$ cat src/common/pdsr_pkg.sv
// Purpose: Constants for the processor debug and status register bank
// Assumes: Status-register index space of 8 bits, 32-bit data words
// Notes:   Offsets are register indices of the status-register space
//
// Contract
// RL1 - Four read-only oscillator counts, 16-bit value in low bits, upper bits zero
// RL2 - Oscillator counts survive a system reset; only power-on clears them
// RL3 - Read-only memory size in bytes in bits 31:2, bits 1:0 zero
// RL4 - Debug entry captures the interrupted thread's saved status word
// RL5 - Status copy flags: bits 0-4, 6, 7 as listed; bit 5 reserved
// RL6 - Bit 8 reads live issue mode; bit 9 kernel issue mode; bit 10 space id
// RL7 - Debug entry captures the saved program counter into a 32-bit register
// RL8 - Debug entry captures the saved stack pointer into a 32-bit register
// RL9 - Debugger sets 8-bit thread operand; device selects fetched thread from it
// RL10 - Debugger sets 5-bit register operand; device selects fetched register from it
// RL11 - Debug cause is a 3-bit code resetting to zero, codes one to five
// RL12 - Two-bit source field, forced zero for host and debug-call causes
// RL13 - Simultaneous breakpoint hits report the lowest-numbered one
// RL14 - Eight-bit causing-thread field, zero for host-requested interrupts
// RL15 - Payload gets data address on data watch, resource id on resource watch
// RL16 - On leaving debug, threads set in the stop mask do not execute
// RL17 - Stop mask is 8 bits, one per thread, blocking outside debug mode
// RL18 - Eight scratch words shared with the tile configuration scratch space
// RL19 - Reserved bits read as zero and ignore writes
// RL20 - Debug-writable fields accept writes only from a thread in debug mode
// RL21 - Software reads oscillator counts only ten cycles after stopping them
`default_nettype none
package pdsr_pkg;
  localparam int unsigned DW = 32;
  localparam int unsigned AW = 8;
  localparam int unsigned THR_N = 8;
  localparam int unsigned OSC_N = 4;
  localparam int unsigned OSC_W = 16;
  localparam int unsigned STAT_W = 11;
  localparam int unsigned SCR_N = 8;
  localparam int unsigned SCR_IW = 3;
  localparam int unsigned HIT_N = 4;
  localparam int unsigned SYNC_N = 3;
  typedef logic [AW-1:0] pdsr_addr_t;
  typedef logic [DW-1:0] pdsr_word_t;
  // Register indices
  localparam pdsr_addr_t A_OSC0 = 8'h07;
  localparam pdsr_addr_t A_OSC1 = 8'h08;
  localparam pdsr_addr_t A_OSC2 = 8'h09;
  localparam pdsr_addr_t A_OSC3 = 8'h0A;
  localparam pdsr_addr_t A_MEMSZ = 8'h0C;
  localparam pdsr_addr_t A_STAT = 8'h10;
  localparam pdsr_addr_t A_SAVPC = 8'h11;
  localparam pdsr_addr_t A_SAVSP = 8'h12;
  localparam pdsr_addr_t A_TSEL = 8'h13;
  localparam pdsr_addr_t A_RSEL = 8'h14;
  localparam pdsr_addr_t A_CAUSE = 8'h15;
  localparam pdsr_addr_t A_PAYLD = 8'h16;
  localparam pdsr_addr_t A_STOP = 8'h18;
  localparam pdsr_addr_t A_SCR0 = 8'h20;
  // Field layout
  localparam logic [STAT_W-1:0] STAT_WMASK = 11'h6DF;
  localparam int unsigned STAT_ISSUE_BIT = 8;
  localparam int unsigned MEMSZ_LSB = 2;
  localparam int unsigned THR_LSB = 8;
  localparam int unsigned SRC_LSB = 16;
  localparam int unsigned RSEL_W = 5;
  localparam int unsigned CAUSE_W = 3;
  localparam int unsigned SRC_W = 2;
  // Cause codes
  localparam logic [CAUSE_W-1:0] C_NONE = 3'h0;
  localparam logic [CAUSE_W-1:0] C_HOST = 3'h1;
  localparam logic [CAUSE_W-1:0] C_DBGCALL = 3'h2;
  localparam logic [CAUSE_W-1:0] C_IBRK = 3'h3;
  localparam logic [CAUSE_W-1:0] C_DWATCH = 3'h4;
  localparam logic [CAUSE_W-1:0] C_RWATCH = 3'h5;
  localparam pdsr_word_t MEM_BYTES_DEF = 32'h0001_0000;
endpackage : pdsr_pkg
`default_nettype wire

$ cat src/rtl/pdsr_regs.sv
// Purpose: Processor debug and status register bank of one tile
// Assumes: Status-register port driven by the core on clk_i; osc_i raw async
// Notes:   Read data appears one cycle after the request; por_i clears counts
`default_nettype none
module pdsr_regs
  import pdsr_pkg::*;
#(
  parameter pdsr_pkg::pdsr_word_t MEM_BYTES = pdsr_pkg::MEM_BYTES_DEF
) (
  input  wire  logic                         clk_i,
  input  wire  logic                         rst_i,
  input  wire  logic                         por_i,
  input  wire  logic                         ps_wr_i,
  input  wire  logic                         ps_rd_i,
  input  wire  pdsr_pkg::pdsr_addr_t         ps_addr_i,
  input  wire  pdsr_pkg::pdsr_word_t         ps_wdata_i,
  input  wire  logic                         ps_dbg_i,
  output var   pdsr_pkg::pdsr_word_t         ps_rdata_o,
  output var   logic                         ps_rvalid_o,
  input  wire  logic                         cfg_wr_i,
  input  wire  logic                         cfg_rd_i,
  input  wire  logic [pdsr_pkg::SCR_IW-1:0]  cfg_idx_i,
  input  wire  pdsr_pkg::pdsr_word_t         cfg_wdata_i,
  output var   pdsr_pkg::pdsr_word_t         cfg_rdata_o,
  input  wire  logic                         dbg_mode_i,
  input  wire  logic                         dbg_entry_i,
  input  wire  logic [pdsr_pkg::STAT_W-1:0]  entry_status_i,
  input  wire  pdsr_pkg::pdsr_word_t         entry_pc_i,
  input  wire  pdsr_pkg::pdsr_word_t         entry_sp_i,
  input  wire  logic [pdsr_pkg::CAUSE_W-1:0] entry_cause_i,
  input  wire  logic [pdsr_pkg::THR_N-1:0]   entry_thread_i,
  input  wire  logic [pdsr_pkg::HIT_N-1:0]   entry_hits_i,
  input  wire  pdsr_pkg::pdsr_word_t         entry_addr_i,
  input  wire  pdsr_pkg::pdsr_word_t         entry_res_id_i,
  input  wire  logic                         issue_mode_i,
  input  wire  logic [pdsr_pkg::OSC_N-1:0]   osc_i,
  output var   logic [pdsr_pkg::THR_N-1:0]   fetch_thread_o,
  output var   logic [pdsr_pkg::RSEL_W-1:0]  fetch_reg_o,
  output var   logic [pdsr_pkg::THR_N-1:0]   thread_stop_o
);
  import pdsr_pkg::*;

  // ****************************************
  // State
  // ****************************************
  typedef struct packed {
    logic [STAT_W-1:0]          stat;
    pdsr_word_t                 pc;
    pdsr_word_t                 sp;
    logic [THR_N-1:0]           tsel;
    logic [RSEL_W-1:0]          rsel;
    logic [CAUSE_W-1:0]         cause;
    logic [SRC_W-1:0]           src;
    logic [THR_N-1:0]           thr;
    pdsr_word_t                 payld;
    logic [THR_N-1:0]           mask;
    logic [SCR_N-1:0][DW-1:0]   scr;
    logic [THR_N-1:0]           stop;
    pdsr_word_t                 ps_rdata;
    logic                       ps_rvalid;
    pdsr_word_t                 cfg_rdata;
  } pdsr_state_t;

  // Oscillator side kept apart so a system reset leaves it alone
  typedef struct packed {
    logic [OSC_N-1:0][SYNC_N-1:0] sync;
    logic [OSC_N-1:0]             level;
    logic [OSC_N-1:0][OSC_W-1:0]  cnt;
  } pdsr_osc_t;

  pdsr_state_t s;
  pdsr_state_t next_s;
  pdsr_osc_t   o;
  pdsr_osc_t   next_o;

  // ****************************************
  // Helpers
  // ****************************************
  function automatic logic is_scratch(input pdsr_addr_t a);
    is_scratch = (a[AW-1:SCR_IW] == A_SCR0[AW-1:SCR_IW]);
  endfunction

  function automatic pdsr_word_t zext16(input logic [OSC_W-1:0] v);
    zext16 = {{(DW-OSC_W){1'b0}}, v};
  endfunction

  // RL13 lowest hit wins
  function automatic logic [SRC_W-1:0] lowest_hit(input logic [HIT_N-1:0] h);
    logic [SRC_W-1:0] r;
    r = '0;
    for (int i = HIT_N - 1; i >= 0; i--) begin
      if (h[i]) begin
        r = SRC_W'(i);
      end
    end
    lowest_hit = r;
  endfunction

  // ****************************************
  // Read multiplexer
  // ****************************************
  function automatic pdsr_word_t rd_word(input pdsr_state_t st,
                                         input pdsr_osc_t   os,
                                         input pdsr_addr_t  a,
                                         input logic        im);
    pdsr_word_t r;
    r = '0;
    // RL19 reserved bits zero
    if (is_scratch(a)) begin
      r = st.scr[a[SCR_IW-1:0]];
    end else begin
      case (a)
        // RL1 counts in low bits
        A_OSC0:  r = zext16(os.cnt[0]);
        A_OSC1:  r = zext16(os.cnt[1]);
        A_OSC2:  r = zext16(os.cnt[2]);
        A_OSC3:  r = zext16(os.cnt[3]);
        // RL3 size with low bits clear
        A_MEMSZ: r = {MEM_BYTES[DW-1:MEMSZ_LSB], {MEMSZ_LSB{1'b0}}};
        A_STAT: begin
          r[STAT_W-1:0] = st.stat;
          // RL6 live issue mode
          r[STAT_ISSUE_BIT] = im;
        end
        A_SAVPC: r = st.pc;
        A_SAVSP: r = st.sp;
        A_TSEL:  r[THR_N-1:0] = st.tsel;
        A_RSEL:  r[RSEL_W-1:0] = st.rsel;
        A_CAUSE: begin
          r[CAUSE_W-1:0] = st.cause;
          r[THR_LSB +: THR_N] = st.thr;
          r[SRC_LSB +: SRC_W] = st.src;
        end
        A_PAYLD: r = st.payld;
        A_STOP:  r[THR_N-1:0] = st.mask;
        default: r = '0;
      endcase
    end
    rd_word = r;
  endfunction

  // ****************************************
  // Oscillator counters
  // ****************************************
  always_comb begin
    next_o = o;
    for (int i = 0; i < OSC_N; i++) begin
      next_o.sync[i] = {o.sync[i][SYNC_N-2:0], osc_i[i]};
      // RL21 counts are only stable once the oscillator is stopped
      if ((o.sync[i][1] == o.sync[i][2]) && (o.sync[i][2] != o.level[i])) begin
        next_o.level[i] = o.sync[i][2];
        if (o.sync[i][2]) begin
          next_o.cnt[i] = o.cnt[i] + OSC_W'(1);
        end
      end
    end
  end

  // RL2 cleared by power-on only
  always_ff @(posedge clk_i or posedge por_i) begin
    if (por_i) begin
      o <= '0;
    end else begin
      o <= next_o;
    end
  end

  // ****************************************
  // Register updates
  // ****************************************
  logic ps_wen;
  logic [SCR_IW-1:0] ps_idx;

  // RL20 debug-only writes
  assign ps_wen = ps_wr_i && ps_dbg_i;
  assign ps_idx = ps_addr_i[SCR_IW-1:0];

  always_comb begin
    next_s = s;
    next_s.ps_rvalid = ps_rd_i;
    if (ps_rd_i) begin
      next_s.ps_rdata = rd_word(s, o, ps_addr_i, issue_mode_i);
    end
    if (cfg_rd_i) begin
      next_s.cfg_rdata = s.scr[cfg_idx_i];
    end

    // RL18 config-space writes share storage
    if (cfg_wr_i) begin
      next_s.scr[cfg_idx_i] = cfg_wdata_i;
    end

    if (ps_wen) begin
      if (is_scratch(ps_addr_i)) begin
        // RL18 status-space port takes priority on a clash
        next_s.scr[ps_idx] = ps_wdata_i;
      end else begin
        case (ps_addr_i)
          A_STAT: begin
            // RL5 keep reserved and read-only bits
            // RL19 writes to reserved bits dropped
            next_s.stat = (s.stat & ~STAT_WMASK) | (ps_wdata_i[STAT_W-1:0] & STAT_WMASK);
          end
          A_SAVPC: next_s.pc = ps_wdata_i;
          A_SAVSP: next_s.sp = ps_wdata_i;
          // RL9 thread operand
          A_TSEL:  next_s.tsel = ps_wdata_i[THR_N-1:0];
          // RL10 register operand
          A_RSEL:  next_s.rsel = ps_wdata_i[RSEL_W-1:0];
          A_CAUSE: begin
            next_s.cause = ps_wdata_i[CAUSE_W-1:0];
            next_s.thr = ps_wdata_i[THR_LSB +: THR_N];
            next_s.src = ps_wdata_i[SRC_LSB +: SRC_W];
          end
          A_PAYLD: next_s.payld = ps_wdata_i;
          // RL17 one bit per thread
          A_STOP:  next_s.mask = ps_wdata_i[THR_N-1:0];
          default: next_s.mask = s.mask;
        endcase
      end
    end

    // Capture on debug entry overrides a same-cycle write
    if (dbg_entry_i) begin
      // RL4 status capture
      // RL5 bit 5 stays clear
      next_s.stat = entry_status_i & STAT_WMASK;
      next_s.stat[STAT_ISSUE_BIT] = entry_status_i[STAT_ISSUE_BIT];
      // RL7 program counter capture
      next_s.pc = entry_pc_i;
      // RL8 stack pointer capture
      next_s.sp = entry_sp_i;
      // RL11 cause code
      next_s.cause = entry_cause_i;
      // RL12 source zero for host and call
      case (entry_cause_i)
        C_IBRK, C_DWATCH, C_RWATCH: next_s.src = lowest_hit(entry_hits_i);
        default:                    next_s.src = '0;
      endcase
      // RL14 thread zero for host
      next_s.thr = (entry_cause_i == C_HOST) ? '0 : entry_thread_i;
      // RL15 address or resource id
      case (entry_cause_i)
        C_DWATCH: next_s.payld = entry_addr_i;
        C_RWATCH: next_s.payld = entry_res_id_i;
        default:  next_s.payld = s.payld;
      endcase
    end

    // RL16 stopped threads held once debug ends
    // RL17 mask acts outside debug only
    next_s.stop = dbg_mode_i ? '0 : next_s.mask;
  end

  always_ff @(posedge clk_i or posedge rst_i) begin
    if (rst_i) begin
      // RL11 cause resets to none
      s <= '0;
    end else begin
      s <= next_s;
    end
  end

  // ****************************************
  // Outputs
  // ****************************************
  assign ps_rdata_o     = s.ps_rdata;
  assign ps_rvalid_o    = s.ps_rvalid;
  assign cfg_rdata_o    = s.cfg_rdata;
  // RL9 selected thread
  assign fetch_thread_o = s.tsel;
  // RL10 selected register
  assign fetch_reg_o    = s.rsel;
  assign thread_stop_o  = s.stop;

endmodule : pdsr_regs
`default_nettype wire

$ cat config.mk
export PLATFORM = sky130hd
export DESIGN_NAME = pdsr_regs
export DESIGN_NICKNAME = d
export VERILOG_FILES = /design/src/common/pdsr_pkg.sv /design/src/rtl/pdsr_regs.sv
export SDC_FILE = /design/constraint.sdc
export NUM_CORES = 2
export LEC_CHECK = 0
export BUFFER_PORTS_ARGS = -buffer_cell sky130_fd_sc_hd__buf_2
export CAP_MARGIN = 20
export CORE_MARGIN = 4
export CORE_UTILIZATION = 25
export CTS_CLUSTER_SIZE = 40
export DETAILED_ROUTE_END_ITERATION = 12
export PLACE_DENSITY = 0.43
export REMOVE_ABC_BUFFERS = 1
export SETUP_SLACK_MARGIN = 0.5
export SYNTH_ARGS = -nofsm -noshare
export SYNTH_HDL_FRONTEND = slang
export SYNTH_SLANG_ARGS = --single-unit
$ cat constraint.sdc
create_clock -name clk_i -period 19.7 [get_ports clk_i]
set_input_delay 1.97 -clock clk_i [delete_from_list [all_inputs] [get_ports clk_i]]
set_output_delay 1.97 -clock clk_i [all_outputs]
set_load 0.03 [all_outputs]
==> key figures <==
Logic synthesis
  – Cells after Synth: 2841
  – Ys flop type: dfrtp_1
  – Synthesized flop and latch total: 548
  – Post-synthesis cell area: 30500 um2
  – Mean post-synth cell area: 10.7 um2
  – Ys async rst share: 100%
  – Ys Warns: 0
  – Synth cell types: 71
  – Sequential area share after synthesis: 45.0%
  – Number of synthesized flops with an enable pin: 0

Die
  – I/O Pins: 330
  – Die X: 357 um
  – Core area: 120000 um2
  – Die Ht: 357 um
  – Die area: 128000 um2
  – Initial Util: 25.3%
  – Cell Rows: 127

Critical path
  – Crit path required time: 20.18 ns
  – Worst setup EP type: register
  – Worst Path Buf+Inv: 3
  – Critical path launch point type: input pin
  – CP max-delay cell: and2_4
  – CP Max Fanout: 42
  – Setup Crit Path Kind: in2reg
  – Crit path arrival time: 5.60 ns
  – Cell mode on critical path: buf_4
  – R2R Path Start: s[75]$_DFF_PP0_
  – Slowest cell delay on critical path: 0.96 ns
  – Critical path, cell by cell: buf_6 > buf_4 > nand2b_1 > nor3_4 > buf_4 > and2_4 > mux2i_1 > o21ai_0
  – CP delay by family, top: simple AND/OR/NAND/NOR gates
  – Crit path launch: ps_addr_i[1]

Timing
  – Fin crit period: 5.12 ns
  – Setup TNS: 0 ns
  – Final setup viols: 0
  – Tightest Pin Transition: 1.17 ns
  – Max-slew headroom: 22.3%
  – Peak Freq: 0.195 GHz
  – Final Hold Viols: 0
  – RSZ-0062 raised after global routing: false
  – Final Max Tran Viols: 0
  – Post-route setup slack: 14.58 ns
  – Tcrit/Tclk final: 26.0%
  – Clock skew: 0.0292 ns

GRT
  – Vias in the first global route: 23033
  – Pin count of the biggest net entering global routing: 154
  – Total gr overflow: 0
  – GRT Overall Usage: 18.6%
  – Initial antenna violation count: 25
  – Global-route wire length before repair: 173000 um

Detailed routing
  – DRC Markers: 0
  – Final WL: 121000 um
  – Met3 routed WL: 7320 um
  – Routed Antenna Nets: 0
  – DR pass1 iterations: 5
  – Iter 0 DRT Violations: 1683
  – DR WL met2: 56700 um
  – Vias per inst: 4.96
  – Routed wire per std cell: 26.3 um
  – M1 WL: 54700 um
  – Highest layer used for signal routing: met5
  – Vias: 22830

Clocking
  – Clock sinks: 548
  – CTS tree: yes
  – Reg clk slew, reported paths: 0.06 ns
  – # hold bufs at CTS: 0
  – Post-CTS setup repair buffer count: 0
  – Root Driver: clkbuf_16
  – Clock latency on the worst-skew pair: 0.65 ns
  – Post_cts resized: 0
  – H-tree level count: 3
  – Clock buffer depth: 3
  – Num CTS Buffers: 70

Finish
  – Multi-input gate area: 14900 um2
  – Finished Cell Area: 35100 um2
  – Share of layout cells above drive strength 1: 24.5%
  – Seq. cell area: 13700 um2
  – Fill count: 12710
  – Layout Cells excl Fill: 4607
  – Fin nets: 3193
  – Area growth from synthesis to layout: 15.2%

Worst hold path
  – Worst hold start: next_o[75]$_DFF_PP0_
  – Hold crit path type: reg2reg

Placement
  – Dpl cell area: 32900 um2
  – PortBufs: 327
  – Placed Cells: 4484
  – Setup WS pre-CTS: 13.93 ns
  – Placer congestion estimate: 0.793
  – HPWL Detailed: 77600 um

Power and ir drop
  – Max VDD drop: 0.0000627 V
  – PD cells: 95.7 nW/um2
  – Tot Pwr: 3.36 mW
  – Leakage: 15.5 nW

Run status
  – Status: complete, no violations

Flow run
  – Max cap viols: 0
## power breakdown
group	switching [mW]	internal, mW	leakage, nW
clock	0.536	0.718	1.05
sequential	0.155	1.32	6.71
combinational	0.335	0.298	7.70
total	1.03	2.33	15.5
## kinds of logic after synthesis
logic type                 after synthesis  share of synthesized area, %
AOI/OAI and AO/OA                      606                          12.2
xor gates and xnor gates                60                          1.72
adders and majority gates                8                         0.296
buffers and inverters                  388                          6.32
DFF                                    548                          45.0
muxes                                  590                          25.0
and+or+nand+nor                        641                          9.43
## worst paths after layout
check	slack [ns]	cells after the start	to
worst min register to register	0.34	0	next_o[76]$_DFF_PP0_
worst max-delay path	14.58	8	s[424]$_DFFE_PP0P_
worst min-delay path	0.34	0	next_o[76]$_DFF_PP0_
min in group asynchronous	1.24	2	o[45]$_DFFE_PP0P_
max in group asynchronous	16.67	3	cfg_rdata_o[10]$_DFFE_PP0P_
worst max register to register	17.55	4	ps_rdata_o[2]$_DFFE_PP0P_
## area by class of cell
type	instances	area share [%]
repair buffers	378	5.97
multi-input cells	1905	42.5
diodes	9	0.0642
clock buffers	95	5.54
inverters	42	0.474
well taps	1612	5.75
flip-flops and latches	548	39.1
clock inverters	18	0.585
## metal layers
layer	global-route usage (%)	vias to the layer above
met3	3.90	136
met4	3.63	18
met5	0	-
met1	25.7	11621
met2	30.3	672
li1	-	10383
## layout by cell type (no fill, tap or decap), drive strengths merged, types with 6 or more instances in the layout
cell type | netlist | final
diode | 0 | 9
nand4 | 17 | 17
o22a | 6 | 6
mux4 | 130 | 130
a22oi | 54 | 54
xor2 | 18 | 18
dfrtp | 548 | 548
buf | 205 | 377
inv | 42 | 45
o21ai | 187 | 187
nand2b | 8 | 8
a21oi | 247 | 247
a31oi | 23 | 23
and2 | 7 | 7
nand3 | 18 | 18
nor2b | 13 | 13
clkbuf | 141 | 96
nor2 | 279 | 279
o2bb2ai | 7 | 7
xnor2 | 42 | 42
clkinv | 0 | 11
and3 | 11 | 11
mux2i | 398 | 398
nand2 | 233 | 233
a221oi | 46 | 46
mux2 | 62 | 62
nor3 | 22 | 22
a22o | 7 | 7
## sequential cells by signal (all words and copies together), names as in the netlist
signal / count
cfg_rdata_o: 32
fetch_reg_o: 5
fetch_thread_o: 8
next_o: 8
o: 72
ps_rdata_o: 32
ps_rvalid_o: 1
s: 382
thread_stop_o: 8
## through the flow
stage | hold WS [ns] | utilization [%]
floorplan | 0.331 | -
global placement | 0.334 | 27.3
detailed placement | 0.336 | 27.3
CTS | 0.345 | 29.1
global route | 0.362 | 29.1
finish | 0.342 | 29.1
## cell usage after synthesis, drive strengths merged, types with 8 or more instances
library cell / instances / share of area, %
o21ai: 187 / 3.1
a22oi: 54 / 1.3
nor2: 279 / 3.5
xor2: 18 / 0.52
mux2: 62 / 2.3
nand4: 17 / 0.35
and3: 11 / 0.23
nor3: 22 / 0.55
nor2b: 13 / 0.27
dfrtp: 548 / 45
mux4: 130 / 9.6
a221oi: 46 / 1.9
a21oi: 247 / 4.1
xnor2: 42 / 1.2
mux2i: 398 / 13
nand2: 233 / 2.9
a31oi: 23 / 0.47
nand3: 18 / 0.33
nand2b: 8 / 0.16
buf: 205 / 4.1
clkbuf: 141 / 1.7
inv: 42 / 0.52
Note: power is estimated with default switching activity, not from simulation.
